<file path="src/pkg/l5_prn_code_phase_map.svh">
// Constant map for the L5 code-phase table and its code generator.
`ifndef L5_PRN_CODE_PHASE_MAP_SVH
`define L5_PRN_CODE_PHASE_MAP_SVH

`define L5_XB_W          13
`define L5_XB_ALL_ONES   13'h1FFF
`define L5_XB_TAPS       13'h18ED
`define L5_PRN_FIRST     7'h40
`define L5_PRN_LAST      7'h63
`define L5_RSV_FIRST     7'h26
`define L5_RSV_LAST      7'h3F
`define L5_PRN_COUNT     36
`define L5_CHECK_LAST    4'hC
`define L5_CNT_ONE       13'h0001
`define L5_CHK_ZERO      4'h0
`define L5_CHK_ONE       4'h1

`endif

</file>
<file path="src/pkg/l5_prn_pkg.sv">
// Types shared by the L5 code-phase table, its generator and the chip buffer.
package l5_prn_pkg;

  typedef enum logic {
    BRANCH_I5 = 1'b0,
    BRANCH_Q5 = 1'b1
  } branch_t;

  typedef struct packed {
    logic [6:0] prn;     // Signal number.
    branch_t    branch;  // I5 or Q5 code.
  } code_sel_t;

  typedef struct packed {
    logic [12:0] adv_i;
    logic [12:0] adv_q;
    logic [12:0] st_i;
    logic [12:0] st_q;
  } phase_entry_t;

  typedef struct packed {
    logic chip;   // XB chip value.
    logic first;  // First chip after a load.
  } chip_word_t;

  typedef enum logic [1:0] {
    ST_IDLE = 2'b00,
    ST_ADV  = 2'b01,
    ST_RUN  = 2'b10
  } gen_state_t;

endpackage : l5_prn_pkg

</file>
<file path="src/verilog/chip_skid_buffer.sv">
// Two-entry buffer for the chip stream; every output comes from a flip-flop.
`timescale 1ns/100ps
`default_nettype none
module chip_skid_buffer (
  input  wire logic                   i_clk,      // Clock.
  input  wire logic                   i_rst_n,    // Synchronous reset, active low.
  input  wire logic                   i_valid,    // Word offered.
  input  wire l5_prn_pkg::chip_word_t i_data,     // Offered word.
  output logic                        o_ready,    // Room for a word.
  output logic                        o_valid,    // Word available.
  output l5_prn_pkg::chip_word_t      o_data,     // Head word.
  input  wire logic                   i_ready     // Receiver takes the word.
);
  import l5_prn_pkg::*;

  chip_word_t out_ff, nxt_out, skid_ff, nxt_skid;
  logic       out_v_ff, nxt_out_v, skid_v_ff, nxt_skid_v;
  logic       push, pop;

  // A registered ready costs the second slot but keeps the path from
  // the receiver's ready back to the generator free of combinational logic.
  always_comb begin
    push       = i_valid & ~skid_v_ff;
    pop        = out_v_ff & i_ready;
    nxt_out    = out_ff;
    nxt_out_v  = out_v_ff;
    nxt_skid   = skid_ff;
    nxt_skid_v = skid_v_ff;
    if (!out_v_ff || pop) begin
      if (skid_v_ff) begin
        nxt_out    = skid_ff;
        nxt_out_v  = 1'b1;
        nxt_skid_v = 1'b0;
      end else begin
        nxt_out   = i_data;
        nxt_out_v = push;
      end
    end else if (push) begin
      nxt_skid   = i_data;
      nxt_skid_v = 1'b1;
    end
  end

  always_ff @(posedge i_clk) begin
    if (!i_rst_n) begin
      out_ff    <= '0;
      out_v_ff  <= 1'b0;
      skid_ff   <= '0;
      skid_v_ff <= 1'b0;
    end else begin
      out_ff    <= nxt_out;
      out_v_ff  <= nxt_out_v;
      skid_ff   <= nxt_skid;
      skid_v_ff <= nxt_skid_v;
    end
  end

  assign o_ready = ~skid_v_ff;
  assign o_valid = out_v_ff;
  assign o_data  = out_ff;
endmodule : chip_skid_buffer
`default_nettype wire

</file>
<file path="src/verilog/l5_prn_code_phase_table.sv">
// L5 XB code-phase table for signal numbers 64 to 99 with its XB code generator.
// Behaviour
// RULE_01: Start state equals all-ones XB state stepped by the listed advance count.
// RULE_02: Start state is first 13 XB chips; rightmost character goes out first.
// RULE_03: First 13 XB chips are the complement of the I5/Q5 code start.
// RULE_04: Signal numbers 38 to 63 are reserved and never handed out.
// RULE_05: Table holds I5 and Q5 advance and start state for numbers 64-99.
// RULE_06: Number 64 uses I5 7789/1000100010001 and Q5 5246/1001101001111.
// RULE_07: Number 99 uses I5 696/1100101001011 and Q5 4438/1000111101101.
// RULE_08: Extra L5 users draw numbers and codes only from this assignment set.
// RULE_09: Self-check compares advanced XB chips with the listed start state.
`timescale 1ns/100ps
`default_nettype none
`include "l5_prn_code_phase_map.svh"
module l5_prn_code_phase_table (
  input  wire logic                   i_clk,          // 100 MHz chip clock.
  input  wire logic                   i_rst_n,        // Synchronous reset, active low.
  input  wire logic                   i_load,         // Pulse: load the selected code.
  input  wire l5_prn_pkg::code_sel_t  i_sel,          // Signal number and branch.
  output logic                        o_busy,         // Advancing the XB register.
  output logic                        o_sel_reserved, // Last selection was 38..63.
  output logic                        o_sel_invalid,  // Last selection outside 38..99.
  output logic [12:0]                 o_code_init,    // Complemented start state.
  output logic                        o_check_done,   // First 13 chips compared.
  output logic                        o_check_ok,     // Those chips matched the table.
  output logic                        o_chip_valid,   // Chip available.
  output l5_prn_pkg::chip_word_t      o_chip,         // Chip and first-chip marker.
  input  wire logic                   i_chip_ready    // Receiver takes the chip.
);
  import l5_prn_pkg::*;

  ////////////////////////////////////////////////////////////////////////////
  // Code-phase table: advance I5, advance Q5, start I5, start Q5.
  localparam phase_entry_t TABLE [`L5_PRN_COUNT] = '{ // [RULE_05]
    '{13'd7789, 13'd5246, 13'b1000100010001, 13'b1001101001111}, // [RULE_06]
    '{13'd2311, 13'd4259, 13'b0001000101111, 13'b0001100100010},
    '{13'd7432, 13'd5907, 13'b0001100111111, 13'b0000111111000},
    '{13'd5155, 13'd3870, 13'b1010101100001, 13'b0011100100111},
    '{13'd1593, 13'd3262, 13'b0101011111001, 13'b0000001010010},
    '{13'd5841, 13'd7387, 13'b0101101100001, 13'b1100111111001},
    '{13'd5014, 13'd3069, 13'b1000101111011, 13'b0111111110010},
    '{13'd1545, 13'd2999, 13'b0111011001111, 13'b0101011111111},
    '{13'd3016, 13'd7993, 13'b0001011011000, 13'b1100001111011},
    '{13'd4875, 13'd7849, 13'b1110000111000, 13'b1110100110101},
    '{13'd2119, 13'd4157, 13'b0111010010001, 13'b1010010110101},
    '{13'd229,  13'd5031, 13'b0001101111000, 13'b0101111101111},
    '{13'd7634, 13'd5986, 13'b1111001010100, 13'b1010110110010},
    '{13'd1406, 13'd4833, 13'b1011101110100, 13'b1101110110001},
    '{13'd4506, 13'd5739, 13'b0000100110000, 13'b1010000100100},
    '{13'd1819, 13'd7846, 13'b1100010000111, 13'b0100110101010},
    '{13'd7580, 13'd898,  13'b0001101111111, 13'b1000011100011},
    '{13'd5446, 13'd2022, 13'b1100110101101, 13'b1100111011010},
    '{13'd6053, 13'd7446, 13'b1101011001011, 13'b0010110001111},
    '{13'd7958, 13'd6404, 13'b1100001101100, 13'b1101101110110},
    '{13'd5267, 13'd155,  13'b1011110110001, 13'b1101111001001},
    '{13'd2956, 13'd7862, 13'b0111010110101, 13'b1100100000000},
    '{13'd3544, 13'd7795, 13'b1100101101101, 13'b1001101000100},
    '{13'd1277, 13'd6121, 13'b1100111011111, 13'b1111011010001},
    '{13'd2996, 13'd4840, 13'b1011111111011, 13'b0110101110111},
    '{13'd1758, 13'd6585, 13'b1110100100111, 13'b0000100111111},
    '{13'd3360, 13'd429,  13'b1111110010100, 13'b1101101001110},
    '{13'd2718, 13'd6020, 13'b0101001111110, 13'b1100111001011},
    '{13'd3754, 13'd200,  13'b0010100100101, 13'b1010111000011},
    '{13'd7440, 13'd1664, 13'b0001111000011, 13'b1110110010110},
    '{13'd2781, 13'd1499, 13'b1100111000000, 13'b1110100011111},
    '{13'd6756, 13'd7298, 13'b1110010101000, 13'b0001101100011},
    '{13'd7314, 13'd1305, 13'b0111000101001, 13'b0001011010110},
    '{13'd208,  13'd7323, 13'b1111101010101, 13'b0000001000111},
    '{13'd5252, 13'd7544, 13'b1010111001101, 13'b1010011000000},
    '{13'd696,  13'd4438, 13'b1100101001011, 13'b1000111101101}  // [RULE_07]
  };

  // Only the additional set is ever served; the reserved block is refused.
  function automatic logic is_assigned(input logic [6:0] prn);
    return (prn >= `L5_PRN_FIRST) && (prn <= `L5_PRN_LAST); // [RULE_08]
  endfunction : is_assigned

  function automatic logic is_reserved(input logic [6:0] prn);
    return (prn >= `L5_RSV_FIRST) && (prn <= `L5_RSV_LAST); // [RULE_04]
  endfunction : is_reserved

  function automatic logic [12:0] xb_step(input logic [12:0] s);
    return {s[11:0], ^(s & `L5_XB_TAPS)};
  endfunction : xb_step

  ////////////////////////////////////////////////////////////////////////////
  // Selection, advance and chip generation.
  gen_state_t  state_ff, nxt_state;
  logic [12:0] xb_ff, nxt_xb;
  logic [12:0] cnt_ff, nxt_cnt;
  logic [12:0] expect_ff, nxt_expect;
  logic [3:0]  chk_ff, nxt_chk;
  logic        pend_ff, nxt_pend;
  logic        rsv_ff, nxt_rsv, inv_ff, nxt_inv;
  logic        done_ff, nxt_done, ok_ff, nxt_ok, busy_ff, nxt_busy;
  logic [12:0] code_init_ff, nxt_code_init;
  logic        check_ok_ff, nxt_check_ok;
  logic        push, buf_ready, start;
  logic [5:0]  idx;
  phase_entry_t ent;
  chip_word_t  word;

  always_comb begin
    idx        = 6'(i_sel.prn - `L5_PRN_FIRST);
    // Numbers outside the table would alias entries 0..35 (below 36) or index past its end (36..63, 100..127); they never start a code.
    ent        = is_assigned(i_sel.prn) ? TABLE[idx] : '0;
    start      = i_load | pend_ff;
    push       = (state_ff == ST_RUN) & buf_ready;
    word.chip  = xb_ff[12];
    word.first = (chk_ff == `L5_CHK_ZERO) & ~done_ff;
    nxt_state  = state_ff;
    nxt_xb     = xb_ff;
    nxt_cnt    = cnt_ff;
    nxt_expect = expect_ff;
    nxt_chk    = chk_ff;
    nxt_pend   = 1'b0;
    nxt_rsv    = rsv_ff;
    nxt_inv    = inv_ff;
    nxt_done   = done_ff;
    nxt_ok     = ok_ff;
    if (start) begin
      nxt_rsv = is_reserved(i_sel.prn);
      nxt_inv = ~is_reserved(i_sel.prn) & ~is_assigned(i_sel.prn);
      if (is_assigned(i_sel.prn)) begin
        nxt_state  = ST_ADV;
        nxt_xb     = `L5_XB_ALL_ONES; // [RULE_01]
        nxt_cnt    = (i_sel.branch == BRANCH_Q5) ? ent.adv_q : ent.adv_i;
        nxt_expect = (i_sel.branch == BRANCH_Q5) ? ent.st_q : ent.st_i;
        nxt_chk    = `L5_CHK_ZERO;
        nxt_done   = 1'b0;
        nxt_ok     = 1'b0;
      end else begin
        nxt_state = ST_IDLE;
      end
    end else begin
      unique case (state_ff)
        ST_IDLE: begin
          nxt_state = ST_IDLE;
        end
        ST_ADV: begin
          nxt_xb  = xb_step(xb_ff); // [RULE_01]
          nxt_cnt = cnt_ff - `L5_CNT_ONE;
          if (cnt_ff == `L5_CNT_ONE) begin
            nxt_state = ST_RUN;
            nxt_ok    = 1'b1;
          end
        end
        ST_RUN: begin
          if (push) begin
            nxt_xb = xb_step(xb_ff);
            if (!done_ff) begin
              // Chip k of the stream is bit k of the listed state.
              if (xb_ff[12] != expect_ff[chk_ff]) begin // [RULE_02] [RULE_09]
                nxt_ok = 1'b0;
              end
              nxt_chk = chk_ff + `L5_CHK_ONE;
              if (chk_ff == `L5_CHECK_LAST) begin
                nxt_done = 1'b1;
              end
            end
          end
        end
        default: begin
          nxt_state = ST_IDLE;
        end
      endcase
    end
    nxt_busy      = (nxt_state == ST_ADV);
    nxt_code_init = ~nxt_expect; // [RULE_03]
    nxt_check_ok  = nxt_ok & nxt_done;
  end

  // Pending is set by reset so the selection present at release is loaded.
  always_ff @(posedge i_clk) begin
    if (!i_rst_n) begin
      state_ff  <= ST_IDLE;
      xb_ff     <= `L5_XB_ALL_ONES;
      cnt_ff    <= '0;
      expect_ff <= '0;
      chk_ff    <= '0;
      pend_ff   <= 1'b1;
      rsv_ff    <= 1'b0;
      inv_ff    <= 1'b0;
      done_ff   <= 1'b0;
      ok_ff     <= 1'b0;
      busy_ff   <= 1'b0;
      code_init_ff <= `L5_XB_ALL_ONES;
      check_ok_ff  <= 1'b0;
    end else begin
      state_ff  <= nxt_state;
      xb_ff     <= nxt_xb;
      cnt_ff    <= nxt_cnt;
      expect_ff <= nxt_expect;
      chk_ff    <= nxt_chk;
      pend_ff   <= nxt_pend;
      rsv_ff    <= nxt_rsv;
      inv_ff    <= nxt_inv;
      done_ff   <= nxt_done;
      ok_ff     <= nxt_ok;
      busy_ff   <= nxt_busy;
      code_init_ff <= nxt_code_init;
      check_ok_ff  <= nxt_check_ok;
    end
  end

  ////////////////////////////////////////////////////////////////////////////
  // Outputs and chip buffer.
  chip_skid_buffer u_buf (
    .i_clk   (i_clk),
    .i_rst_n (i_rst_n),
    .i_valid (push),
    .i_data  (word),
    .o_ready (buf_ready),
    .o_valid (o_chip_valid),
    .o_data  (o_chip),
    .i_ready (i_chip_ready)
  );

  assign o_busy         = busy_ff;
  assign o_sel_reserved = rsv_ff;
  assign o_sel_invalid  = inv_ff;
  assign o_code_init    = code_init_ff;
  assign o_check_done   = done_ff;
  assign o_check_ok     = check_ok_ff;
endmodule : l5_prn_code_phase_table
`default_nettype wire

</file>
<file path="config.mk">
export PLATFORM = sky130hd
export DESIGN_NAME = l5_prn_code_phase_table
export DESIGN_NICKNAME = d
export VERILOG_FILES = /design/src/pkg/l5_prn_pkg.sv /design/src/verilog/chip_skid_buffer.sv /design/src/verilog/l5_prn_code_phase_table.sv
export VERILOG_INCLUDE_DIRS = /design/src /design/src/pkg
export SDC_FILE = /design/constraint.sdc
export NUM_CORES = 1
export LEC_CHECK = 0
export BUFFER_PORTS_ARGS = -buffer_cell sky130_fd_sc_hd__buf_2
export CAP_MARGIN = 5
export CORE_ASPECT_RATIO = 1.75
export CORE_MARGIN = 3
export CORE_UTILIZATION = 57
export CTS_CLUSTER_DIAMETER = 100
export DETAILED_ROUTE_END_ITERATION = 7
export HOLD_SLACK_MARGIN = 0.08
export PLACE_DENSITY = 0.75
export SLEW_MARGIN = 30
export SYNTH_ARGS = -nofsm -noshare
export SYNTH_HDL_FRONTEND = slang
export SYNTH_SLANG_ARGS = --single-unit
</file>
<file path="constraint.sdc">
create_clock -name i_clk -period 4.95 [get_ports i_clk]
set_input_delay 1.485 -clock i_clk [delete_from_list [all_inputs] [get_ports i_clk]]
set_output_delay 1.485 -clock i_clk [all_outputs]
set_load 0.02 [all_outputs]
</file>
Word-level counts from Yosys, hierarchy flattened
Memory sizes are Yosys's and may differ from the RTL's.
Cells that the tools add are included.
{"block": "totals", "output_inout_bits": 21, "memories": 1, "mem_bits_ro": 3328, "inputBits": 12, "latchBits": 0, "reg_bits": 71, "ramBits": 0, "word_cells": 108}
{"name": "(no name shown)", "words": 64, "word_bits": 52, "read_ports": 1, "rd_ports_with_merged_regs": 0, "wr": 0, "line": "l5_prn_code_phase_table.sv:106", "text": "ent = is_assigned(i_sel.prn) ? TABLE[idx] : '0;"}
{"block": "op_classes", "div": 0, "addsub": 3, "n_lt_le_gt_ge": 6, "n_reduce_logical": 15, "mul": 0, "shift": 0, "n_bitwise": 15, "n_mux": 40, "n_eq_ne": 9}
{"op": "$mux W13", "n": 10}
{"op": "$mux W52", "n": 2}
{"op": "$pmux W13 S2", "n": 1}
{"op": "$mux W4", "n": 5}
{"op": "$mux W1", "n": 16}
{"op": "$ge A7 B7 Y1 const B", "n": 2}
{"op": "$eq A13 B1 Y1 const B", "n": 1}
{"op": "$not A13 Y13", "n": 1}
{"op": "$reduce_xor A13 Y1", "n": 1}
{"op": "$sub A13 B1 Y13 const B", "n": 1}
{"op": "$ge A7 B6 Y1 const B", "n": 1}
{"op": "$le A7 B6 Y1 const B", "n": 1}
{"op": "$le A7 B7 Y1 const B", "n": 1}
{"op": "$not A6 Y7", "n": 1}
{"op": "$and A1 B1 Y1", "n": 6}
{"op": "$mux W2", "n": 3}
{"op": "$not A1 Y1", "n": 6}
{"op": "$reduce_bool A2 Y1", "n": 3}
{"op": "$sub A6 B1 Y6 const B", "n": 1}
{"op": "$lt A4 B5 Y1 const B", "n": 1}
{"op": "$add A4 B1 Y4 const B", "n": 1}
{"op": "$bmux W1 S4", "n": 1}
{"op": "$eq A2 B1 Y1 const B", "n": 2}
{"op": "$eq A4 B4 Y1 const B", "n": 1}
{"op": "other kinds (16)", "n": 19}

Longest topological paths before layout
Gate-level depths: netlist of run 1.
{"block": "logic_depth", "word_depth": 9, "mapped_depth": 11, "depth_no_buf": 9}

By module
Synthesis of run 1 repeated with hierarchy kept, for this count alone.
{"block": "hier_totals", "hier_cells": 860, "area_unflattened_um2": 6124.6}
{"module": "l5_prn_code_phase_table", "seq_area_each_um2": 1301.2, "area_per_inst_um2": 5874.4, "n_inst": 1, "cells_per_inst": 835}
{"module": "chip_skid_buffer", "seq_area_each_um2": 120.1, "area_per_inst_um2": 250.2, "n_inst": 1, "cells_per_inst": 25}

Worst setup path after synthesis of run 1
OpenSTA, ideal clock, no wires.
{"block": "synth_path", "kind": "in2reg", "from": "in i_sel[1] in the netlist's numbering", "to": "reg expect_ff[2]", "cell_stages": 9, "slack_ps": 1317, "n_path_buf": 1, "setup_ps": 116, "required_time_ps": 4834, "arrival_ps": 3517, "path_cell_list": "buf_2 -> inv_1 -> ha_1 -> and2b_2 -> nor2_1 -> mux4_2 -> nor2b_1 -> a2111o_1 -> o211a_1"}
{"block": "synth_via", "elab_chain_len": 8, "elab_cells_between_ends": 11, "cone_classes": "add/sub: 1; order compare: 2; mux: 5; bitwise: 1; reduce/logical: 1; memory: 1"}
{"element": "from (decl)", "line": "l5_prn_code_phase_table.sv:19", "text": "input wire l5_prn_pkg::code_sel_t i_sel,"}
{"element": "$sub A6 B1 Y6 (no line)"}
{"element": "$not A6 Y7 (implied by the code)", "line": "l5_prn_code_phase_table.sv:106"}
{"element": "$mem_v2 Z64 W52"}
{"element": "$mux W52 (implied by the code) (2 in series)", "line": "l5_prn_code_phase_table.sv:106"}
{"element": "$mux W13", "line": "l5_prn_code_phase_table.sv:128", "text": "nxt_expect = (i_sel.branch == BRANCH_Q5) ? ent.st_q : ent.st_i;"}
{"element": "$mux W13 *", "line": "l5_prn_code_phase_table.sv:124", "text": "if (is_assigned(i_sel.prn)) begin"}
{"element": "$mux W13 *", "line": "l5_prn_code_phase_table.sv:121", "text": "if (start) begin"}
{"element": "to (signal assigned)", "line": "l5_prn_code_phase_table.sv:193", "text": "expect_ff <= nxt_expect;"}
{"element": "to (decl)", "line": "l5_prn_code_phase_table.sv:91", "text": "logic [12:0] expect_ff, nxt_expect;"}
Mark *: on every way between the ends. The rest lies on a longest branch, timed or not. The select of a mux whose other input is x is not followed.
A chain may end at the register's enable or synchronous reset.

Worst setup path after layout of run 1
{"block": "layout_path", "from": "in i_sel[1] in the netlist's numbering", "to": "reg cnt_ff[6]"}
{"block": "layout_via", "elab_chain_len": 8, "elab_cells_between_ends": 13, "cone_classes": "add/sub: 1; order compare: 2; eq/ne: 1; mux: 5; bitwise: 1; reduce/logical: 2; memory: 1"}
{"element": "$sub A6 B1 Y6 (no line)"}
{"element": "$not A6 Y7 (implied by the code)", "line": "l5_prn_code_phase_table.sv:106"}
{"element": "$mem_v2 Z64 W52"}
{"element": "$mux W52 (implied by the code) (2 in series)", "line": "l5_prn_code_phase_table.sv:106"}
{"element": "$mux W13", "line": "l5_prn_code_phase_table.sv:127", "text": "nxt_cnt = (i_sel.branch == BRANCH_Q5) ? ent.adv_q : ent.adv_i;"}
{"element": "$mux W13", "line": "l5_prn_code_phase_table.sv:124"}
{"element": "$mux W13", "line": "l5_prn_code_phase_table.sv:121"}
{"element": "to (signal assigned)", "line": "l5_prn_code_phase_table.sv:192", "text": "cnt_ff <= nxt_cnt;"}
{"element": "to (decl)", "line": "l5_prn_code_phase_table.sv:90", "text": "logic [12:0] cnt_ff, nxt_cnt;"}
Several ways; a longest one is shown, not always the timed one. The select of a mux whose other input is x is not followed.

==> run_results.csv, run 1 <==
group,metric,value,unit
clock_network,cts_setup_buffers,0,
layout,antenna_cells,0,
clock_network,cts_sinks,71,
critical_path,r2r_slack,2440,ps
sta,setup-tns-final,0,ps
status,status,"finished with violations",
critical_path,setup.worst_path.class,"in2reg",
critical_path,r2r-end,"cnt_ff[6]",
synthesis,synthTopCellsByArea,"dfxtp_1, o21ai_0, a21oi_1, nor2_1, nand2_1",
route,ant_nets,0,
pwr,vdd_ir_drop_max,0.0002795,V
clock_network,cts_buffers,9,
floorplan,core.rowCount,49,
critical_path,worstPathRequired,5230,ps
sta,finalClockSkew,5.588,ps
worst_hold_path,min_to,"o_sel_invalid",
clock_network,clock_latency,330,ps
route,drt_iter0_markers,940,
route,wl_met2,11110,um
place,io_buffers,32,
critical_path,arrival,4300,ps
synthesis,synth_top_flop_cell,"dfxtp_1",
global_routing,gr-total-overflow,0,
floorplan,core,10360,sq um
clock_network,clockBufferDepth,2,
route,totalWireLength,23810,um
status,violations,"DRC",
sta,relSlewSlack,37.98,%
global_routing,grt_max_degree,101,
critical_path,reg2reg_from,"pend_ff",
worst_hold_path,hp-class,"reg2reg",
place,dp_hpwl,16550,um
synthesis,synth.avg_cell_area,7.183,sq um
synthesis,syn_nets,882,
route,vias,7133,
global_routing,track_usage,38.62,%
pwr,power_density,267.0,nW/um^2
clock_network,htreeDepth,3,
sta,fin_crit_sh,81.19,%
synthesis,ys_ff_latch,71,
sta,clock.fmax,248.8,MHz
sta,timing.final.ws_setup,930.9,ps
critical_path,critPathMaxFanout,16,
floorplan,ios,33,
route,m1WireLength,8085,um
synthesis,yosysMostFrequentCell,"nor2_1",
layout,areaGrowthSynthToFinish,6.750,%
synthesis,synth_edf_count,0,
route,met3_length,2466,um
run,drv_cap,0,
pwr,p_leak,2.391,nW
global_routing,antenna_found_initial,0,
sta,slew_viol_final,0,
route,wl_per_cell,24.77,um
synthesis,ys_warn_count,0,
floorplan,start_util,58.86,%
worst_hold_path,hold_start,"o_sel_invalid",
place,gp_congestion,1.104,
synthesis,synthesis.area,6098,sq um
synthesis,synth.distinct_cells,74,
route,via_per_inst,7.422,
sta,tightest_slew,930.3,ps
global_routing,grt_pass1_wl,36160,um
clock_network,postCtsHoldBufs,0,
synthesis,syn_inst,849,
global_routing,grt_pass1_vias,6297,
synthesis,yosys.area.top_type_share,23.31,%
sta,finalSetupViolations,0,
clock_network,cts_root_buffer,"clkbuf_16",
layout,drive_above_1_share,11.03,%
clock_network,cts_tree,"yes",
synthesis,synth_area_leader_cell,"dfxtp_1",
route,top_layer_used,"met4",
synthesis,synth_common_cells,"nor2_1, o21ai_0, nand2_1, a21oi_1, dfxtp_1",
critical_path,reg2reg_depth,6,
sta,hold_viol,0,
floorplan,die_w,84.19,um
critical_path,worstSetupStartpointType,"input pin",
clock_network,cts_resized,0,
sta,fin_crit,4019,ps
place,pre_cts_ws,638.8,ps
route,firstDrtPassIters,8,
worst_hold_path,hold_path_depth,2,
critical_path,cp-end-kind,"flip-flop",
floorplan,dieArea,12020,sq um
floorplan,die_h,142.8,um
sta,rsz0062_at_grt,"false",
clock_network,clk_pin_slew,50,ps
synthesis,ys_async_sr_fraction,0,%
layout,nets,862,
synthesis,ys_seq_area_share,23.31,%
route,drc,8,
[per-layer routing]
metal | vias to the layer above | GRT usage, %
li1 | 3115 | -
met1 | 3254 | 45.15
met2 | 609 | 63.03
met3 | 155 | 6.178
met4 | 0 | 28.98
met5 | - | 0
[cells by family after synthesis]
family,Yosys count,share of synthesized area [%]
buffers and inverters,110,7.879
multiplexers,22,5.109
AND/OR/NAND/NOR,301,23.45
XOR/XNOR,13,1.867
flip-flops,71,23.31
AO/OA/AOI/OAI,311,33.96
adder cells (fa/ha/maj),21,4.432
[final cells by class]
cell class / instances / area [sq um]
clock buffer: 13 / 250.2
clock inverter: 3 / 42.54
fill: 943 / 3851
inverter: 23 / 86.33
multi-input combinational: 668 / 4198
sequential: 71 / 1421
tap: 127 / 158.9
timing repair buffer: 56 / 352.8
[sequential cells by signal, summed over array words and instances (netlist names)]
signal / cells
o_check_done: 1
u_buf.skid_v_ff: 1
chk_ff: 4
o_check_ok: 1
u_buf.o_valid: 1
o_busy: 1
o_sel_reserved: 1
pend_ff: 1
ok_ff: 1
u_buf.o_data: 2
expect_ff: 13
o_sel_invalid: 1
state_ff: 2
o_code_init: 13
cnt_ff: 13
xb_ff: 13
u_buf.skid_ff: 2
[worst max-delay path: stages]
cell and delay, ps:
buf_2 250, inv_1 220, ha_1 700, nor2b_1 440
inv_1 170, a311oi_1 290, a31oi_1 170, o211ai_1 350
o2111a_1 220
[where the power goes]
group,internal [W],switching (W)
clock,0.000403,0.000232
sequential,0.000599,0.0000197
combinational,0.000156,0.000329
total,0.00116,0.000580
[worst max path at each step]
stage | from | endpoint | cells past startpoint
detailed placement | i_sel[2] | cnt_ff[9] | 9
global route | i_sel[1] | cnt_ff[3] | 9
floorplan | i_sel[1] | expect_ff[2] | 9
finish | i_sel[1] | cnt_ff[6] | 9
global placement | i_sel[1] | o_code_init[1] | 9
CTS | i_sel[2] | cnt_ff[9] | 9
[layout by cell type, fill, tap and decap left out, drive strengths merged, types with 7 or more instances in the layout]
cell type,n
o211ai,17
xnor2,8
and2,7
inv,22
buf,56
clkbuf,13
nor2b,9
nand3,32
o22ai,8
nor3,35
nand2b,21
mux4,7
a2111oi,7
dfxtp,71
a21oi,73
a32oi,7
a311oi,12
mux2i,12
nand2,74
ha,20
a31oi,20
o21ai,80
a211oi,13
nor2,89
[stage by stage]
step           hold WS, ps  total power [W]  instances  area [sq um]  utilization (%)
2_1_floorplan        449.9        0.0009493        849          6098                -
3_3_place_gp         447.9         0.001084        945          6216            59.99
3_5_place_dp         449.4         0.001086        945          6216            59.99
4_1_cts              455.0         0.001714        961          6509            62.82
5_1_grt              484.6         0.001792        961          6510            62.83
6_report             452.1         0.001738        961          6510            62.83
Note: power is estimated with default switching activity, not from simulation.
==> run 2, diff against run 1 <==
- clock period: 4.95 -> 3.7 ns (I/O delays scaled with it)
==> run 2 against run 1 <==
Effect of this change:
- the run now ends clean
- power increased by 46%
- sequential share of layout area decreased by 0.84 points
- register-to-register slack got worse by 900 ps
- critical endpoint is now expect_ff[8]
- critical path depth increased by 1
- global-route usage increased by 3.1 points
- final cell count increased by 2.6%
- largest cell class unchanged
- non-clock buffer count increased by 25
- die area unchanged
- cell area increased by 4.0%
==> run_results.csv, run 2 (synthesized netlist as in run 1, its figures left out) <==
group,metric,value,unit
status,status,"completed",
sta,hold_slack,480.4,ps
worst_hold_path,hp-class,"reg2reg",
sta,hold_viol,0,
critical_path,cp-end-kind,"flip-flop",
pwr,clkPwrFrac,40.5,%
layout,fin_cells,986,
floorplan,die_w,84.19,um
critical_path,startpoint,"i_sel[2]",
critical_path,path_cells,"buf_2, buf_4, ha_1, buf_4, nand2_1, a21oi_1, nor3b_1, a31oi_1, a221o_1, a32o_1",
place,io_buffers,32,
critical_path,worstPathRequired,3980,ps
critical_path,worstSetupStartpointType,"input pin",
global_routing,grt_max_degree,56,
pwr,vdd_ir_drop_max,0.0004263,V
place,gp_congestion,1.116,
layout,nFillCells,912,
global_routing,grt_pass1_wl,39140,um
critical_path,arrival,3640,ps
sta,slew_viol_final,0,
route,wl_per_cell,25.46,um
critical_path,reg2reg_depth,6,
sta,finalClockSkew,7.880,ps
clock_network,htreeDepth,3,
worst_hold_path,hold_path_depth,1,
route,drt_iter0_markers,840,
global_routing,grt_pass1_vias,6905,
critical_path,reg2reg_from,"chk_ff[2]",
sta,tightest_slew,920.1,ps
global_routing,gr-total-overflow,0,
route,totalWireLength,25110,um
run,drv_cap,0,
critical_path,r2r-end,"ok_ff",
critical_path,cpMostUsedCell,"buf_4",
clock_network,clockBufferDepth,2,
layout,final_common_cell,"nor2_1",
pwr,p_leak,2.551,nW
floorplan,die_h,142.8,um
place,dp_hpwl,17870,um
clock_network,cts_tree,"yes",
critical_path,cpMaxStageDelayCell,"a21oi_1",
floorplan,ios,33,
floorplan,core,10360,sq um
sta,fin_crit_sh,90.84,%
clock_network,cts_sinks,71,
pwr,pwr-share-comb,26.8,%
route,firstDrtPassIters,6,
clock_network,clock_latency,340,ps
worst_hold_path,hold_start,"cnt_ff[3]",
clock_network,cts_resized,0,
critical_path,setup.worst_path.class,"in2reg",
pwr,switching_share,32.87,%
clock_network,postCtsHoldBufs,0,
sta,finalSetupViolations,0,
route,vias,7184,
critical_path,critPathMaxFanout,25,
layout,nets,887,
sta,fin_crit,3361,ps
floorplan,core.rowCount,49,
place,dp.cells,970,
sta,clock.fmax,297.5,MHz
critical_path,cp.buffers_inverters,3,
floorplan,start_util,58.86,%
clock_network,cts_buffers,9,
route,drc,0,
sta,relSlewSlack,38.01,%
critical_path,r2r_slack,1540,ps
global_routing,antenna_found_initial,0,
clock_network,clk_pin_slew,60,ps
pwr,pwr-share-seq,32.7,%
route,ant_nets,0,
critical_path,slowest_delay,440,ps
sta,setup-tns-final,0,ps
layout,areaGrowthSynthToFinish,11.00,%
worst_hold_path,min_to,"cnt_ff[3]",
layout,antenna_cells,0,
critical_path,cp_top_family,"compound AO/OA/AOI/OAI gates",
layout,layout_common_cells,"nor2_1, o21ai_0, nand2_1",
route,via_per_inst,7.286,
clock_network,cts_setup_buffers,0,
floorplan,dieArea,12020,sq um
pwr,power.internal,0.001700,W
clock_network,cts_root_buffer,"clkbuf_16",
layout,drive_above_1_share,13.85,%
pwr,power_density,374.1,nW/um^2
global_routing,track_usage,41.71,%
pwr,p_sw,0.0008324,W
sta,rsz0062_at_grt,"false",
## run 2: final cells by class
class,count,area [sq um],area share (%)
clock buffer,9,225.2,3.327
inverter,23,86.33,1.275
sequential,71,1421,21.00
clock inverter,7,127.6,1.885
multi-input combinational,668,4197,62.00
tap,127,158.9,2.347
timing repair buffer,81,553.0,8.170
## run 2: how the worst max path moves through the flow
| stage | slack [ps] | endpoint | depth (start not counted) |
|---|---|---|---|
| after floorplan | 440 | expect_ff[2] | 9 |
| after global placement | 260 | o_code_init[8] | 10 |
| after detailed placement | 190 | o_code_init[8] | 10 |
| after CTS | 510 | expect_ff[8] | 10 |
| after global routing | 360 | expect_ff[8] | 10 |
| final | 340 | expect_ff[8] | 10 |
## run 2: power by group through the flow
stage / clock (W) / sequential, W / combinational, W
after floorplan: 0 / 0.000852 / 0.000418
after global placement: 0 / 0.000841 / 0.000644
after detailed placement: 0 / 0.000843 / 0.000644
after CTS: 0.00103 / 0.000827 / 0.000648
after global routing: 0.00106 / 0.000831 / 0.000719
final: 0.00103 / 0.000828 / 0.000679
## run 2: routing by layer
metal / vias to the layer above / share of wire (%) / GRT usage (%)
met5: - / 0 / 0
met4: 0 / 10 / 35.76
met3: 173 / 11 / 7.333
met2: 547 / 46 / 68.53
met1: 3303 / 33 / 46.09
li1: 3161 / - / -
## run 2: through the flow
step / total power [W] / util (%) / instance area, sq um / setup slack [ps]
floorplan: 0.001270 / - / 6098 / 442.2
global placement: 0.001484 / 61.92 / 6416 / 261.8
detailed placement: 0.001486 / 61.92 / 6416 / 188.5
CTS: 0.002502 / 65.33 / 6769 / 506.6
global route: 0.002612 / 65.33 / 6769 / 361.0
finish: 0.002532 / 65.33 / 6769 / 338.8
==> run 3, diff against run 2 <==
- REMOVE_ABC_BUFFERS: unset -> 1
==> run 3 against run 2 <==
Effect of this change:
- cell area is 0.72% lower
- flip-flop and latch count stayed put
- sequential power hardly changed
- clock power is 15% lower
- die area stayed put
- critical path depth stayed put
- fmax is 1.6% higher
- clock skew is 0.86 ps lower
- largest power group unchanged
- clock-buffer cell count is 2 higher
==> run_results.csv, run 3 (synthesized netlist as in run 1, its figures left out) <==
group,metric,value,unit
pwr,p_total,0.002377,W
critical_path,arrival,3530,ps
layout,drive_above_1_share,13.54,%
worst_hold_path,min_to,"o_sel_invalid",
global_routing,grt_pass1_vias,6904,
layout,areaGrowthSynthToFinish,10.20,%
route,wl_per_cell,25.27,um
sta,hold_viol,0,
floorplan,start_util,58.86,%
floorplan,die_h,142.8,um
critical_path,critPathMaxFanout,10,
global_routing,antenna_found_initial,0,
route,vias,7237,
sta,relSlewSlack,48.83,%
place,dpl-instance-area,6414,sq um
sta,rsz0062_at_grt,"false",
sta,clock.fmax,302.3,MHz
layout,stdcell_area,6720,sq um
clock_network,cts_root_buffer,"clkbuf_16",
floorplan,die_w,84.19,um
route,via_per_inst,7.355,
critical_path,startpoint,"i_sel[2]",
pwr,p_leak,2.521,nW
clock_network,cts_tree,"yes",
pwr,vdd_ir_drop_max,0.0004895,V
sta,slew_viol_final,0,
global_routing,grt_max_degree,59,
place,gp_congestion,1.171,
clock_network,clock_latency,330,ps
pwr,power_density,353.7,nW/um^2
global_routing,gr-total-overflow,0,
critical_path,reg2reg_depth,6,
critical_path,r2r_slack,1710,ps
place,dp_hpwl,17620,um
floorplan,ios,33,
clock_network,cts_sinks,71,
clock_network,cts_resized,0,
route,drt_iter0_markers,1031,
sta,tightest_slew,767.5,ps
route,drc,0,
worst_hold_path,hp-class,"reg2reg",
layout,final_common_cell,"nor2_1",
worst_hold_path,hold_path_depth,2,
critical_path,reg2reg_from,"cnt_ff[2]",
sta,fin_crit,3308,ps
run,drv_cap,0,
sta,finalSetupViolations,0,
sta,fin_crit_sh,89.40,%
status,status,"completed",
worst_hold_path,hold_start,"o_sel_invalid",
layout,multi_input_comb_area,4197,sq um
clock_network,cts_buffers,9,
route,ant_nets,0,
clock_network,cts_setup_buffers,0,
sta,finalClockSkew,7.018,ps
place,io_buffers,32,
global_routing,grt_pass1_wl,38100,um
critical_path,worstSetupStartpointType,"input pin",
floorplan,core.rowCount,49,
layout,nFillCells,911,
floorplan,dieArea,12020,sq um
critical_path,worstPathRequired,3930,ps
layout,layout_common_cells,"nor2_1, o21ai_0, nand2_1",
critical_path,r2r-end,"cnt_ff[11]",
route,firstDrtPassIters,6,
layout,regArea,1421,sq um
layout,nets,885,
sta,setup-tns-final,0,ps
clock_network,clockBufferDepth,2,
critical_path,setup.worst_path.class,"in2reg",
clock_network,postCtsHoldBufs,0,
sta,hold_slack,455.6,ps
layout,final_core_util,64.86,%
floorplan,core,10360,sq um
clock_network,clk_pin_slew,60,ps
route,totalWireLength,24870,um
layout,antenna_cells,0,
clock_network,htreeDepth,3,
global_routing,track_usage,40.70,%
critical_path,cp-end-kind,"flip-flop",
-- run 3: cell types whose count changed in the layout (fill, tap and decap cells not counted), sizes merged --
cell / before / now
inv: 25 / 24
bufinv: 3 / 1
buf: 81 / 79
clkinvlp: 0 / 1
clkbuf: 9 / 11
-- run 3: report_power, final --
group | total, W | switching, W | internal, W
combinational | 0.000674 | 0.000445 | 0.000229
clock | 0.000875 | 0.000329 | 0.000546
sequential | 0.000829 | 0.0000278 | 0.000801
-- run 3: layout make-up --
cell class	instances	share of cell area, %
clock buffer	11	3.612
multi-input combinational	668	62.45
timing repair buffer	79	8.192
tap	127	2.365
sequential	71	21.15
inverter	23	1.285
clock inverter	5	0.9495
-- run 3: how the worst max path moves through the flow --
| stage | to | slack (ps) | cells after the start |
|---|---|---|---|
| 6_report | expect_ff[0] | 390 | 10 |
| 5_1_grt | cnt_ff[4] | 290 | 10 |
| 4_1_cts | cnt_ff[4] | 590 | 10 |
| 3_5_place_dp | cnt_ff[4] | 250 | 10 |
| 3_3_place_gp | expect_ff[4] | 290 | 8 |
| 2_1_floorplan | o_code_init[1] | 460 | 6 |
-- run 3: critical path, stage by stage --
cell and delay, ps:
buf_2 180, inv_1 150, ha_1 430, nor2b_1 240, buf_4 190, inv_1 60
a2bb2oi_1 130, o21ai_0 490, o21ai_0 300, a32o_1 260
-- run 3: through the flow --
stage                     instances  worst slack, ps
after floorplan                 762            463.0
after global placement          968            292.7
after detailed placement        968            251.6
after CTS                       984            590.9
after global routing            984            286.5
final                           984            392.2
-- run 3: metal layers --
metal	global-route usage [%]	vias up	wire, um
met5	0	-	0
li1	-	3160	-
met2	66.44	612	11690
met4	36.53	0	2552
met3	7.564	184	2595
met1	44.39	3281	8027
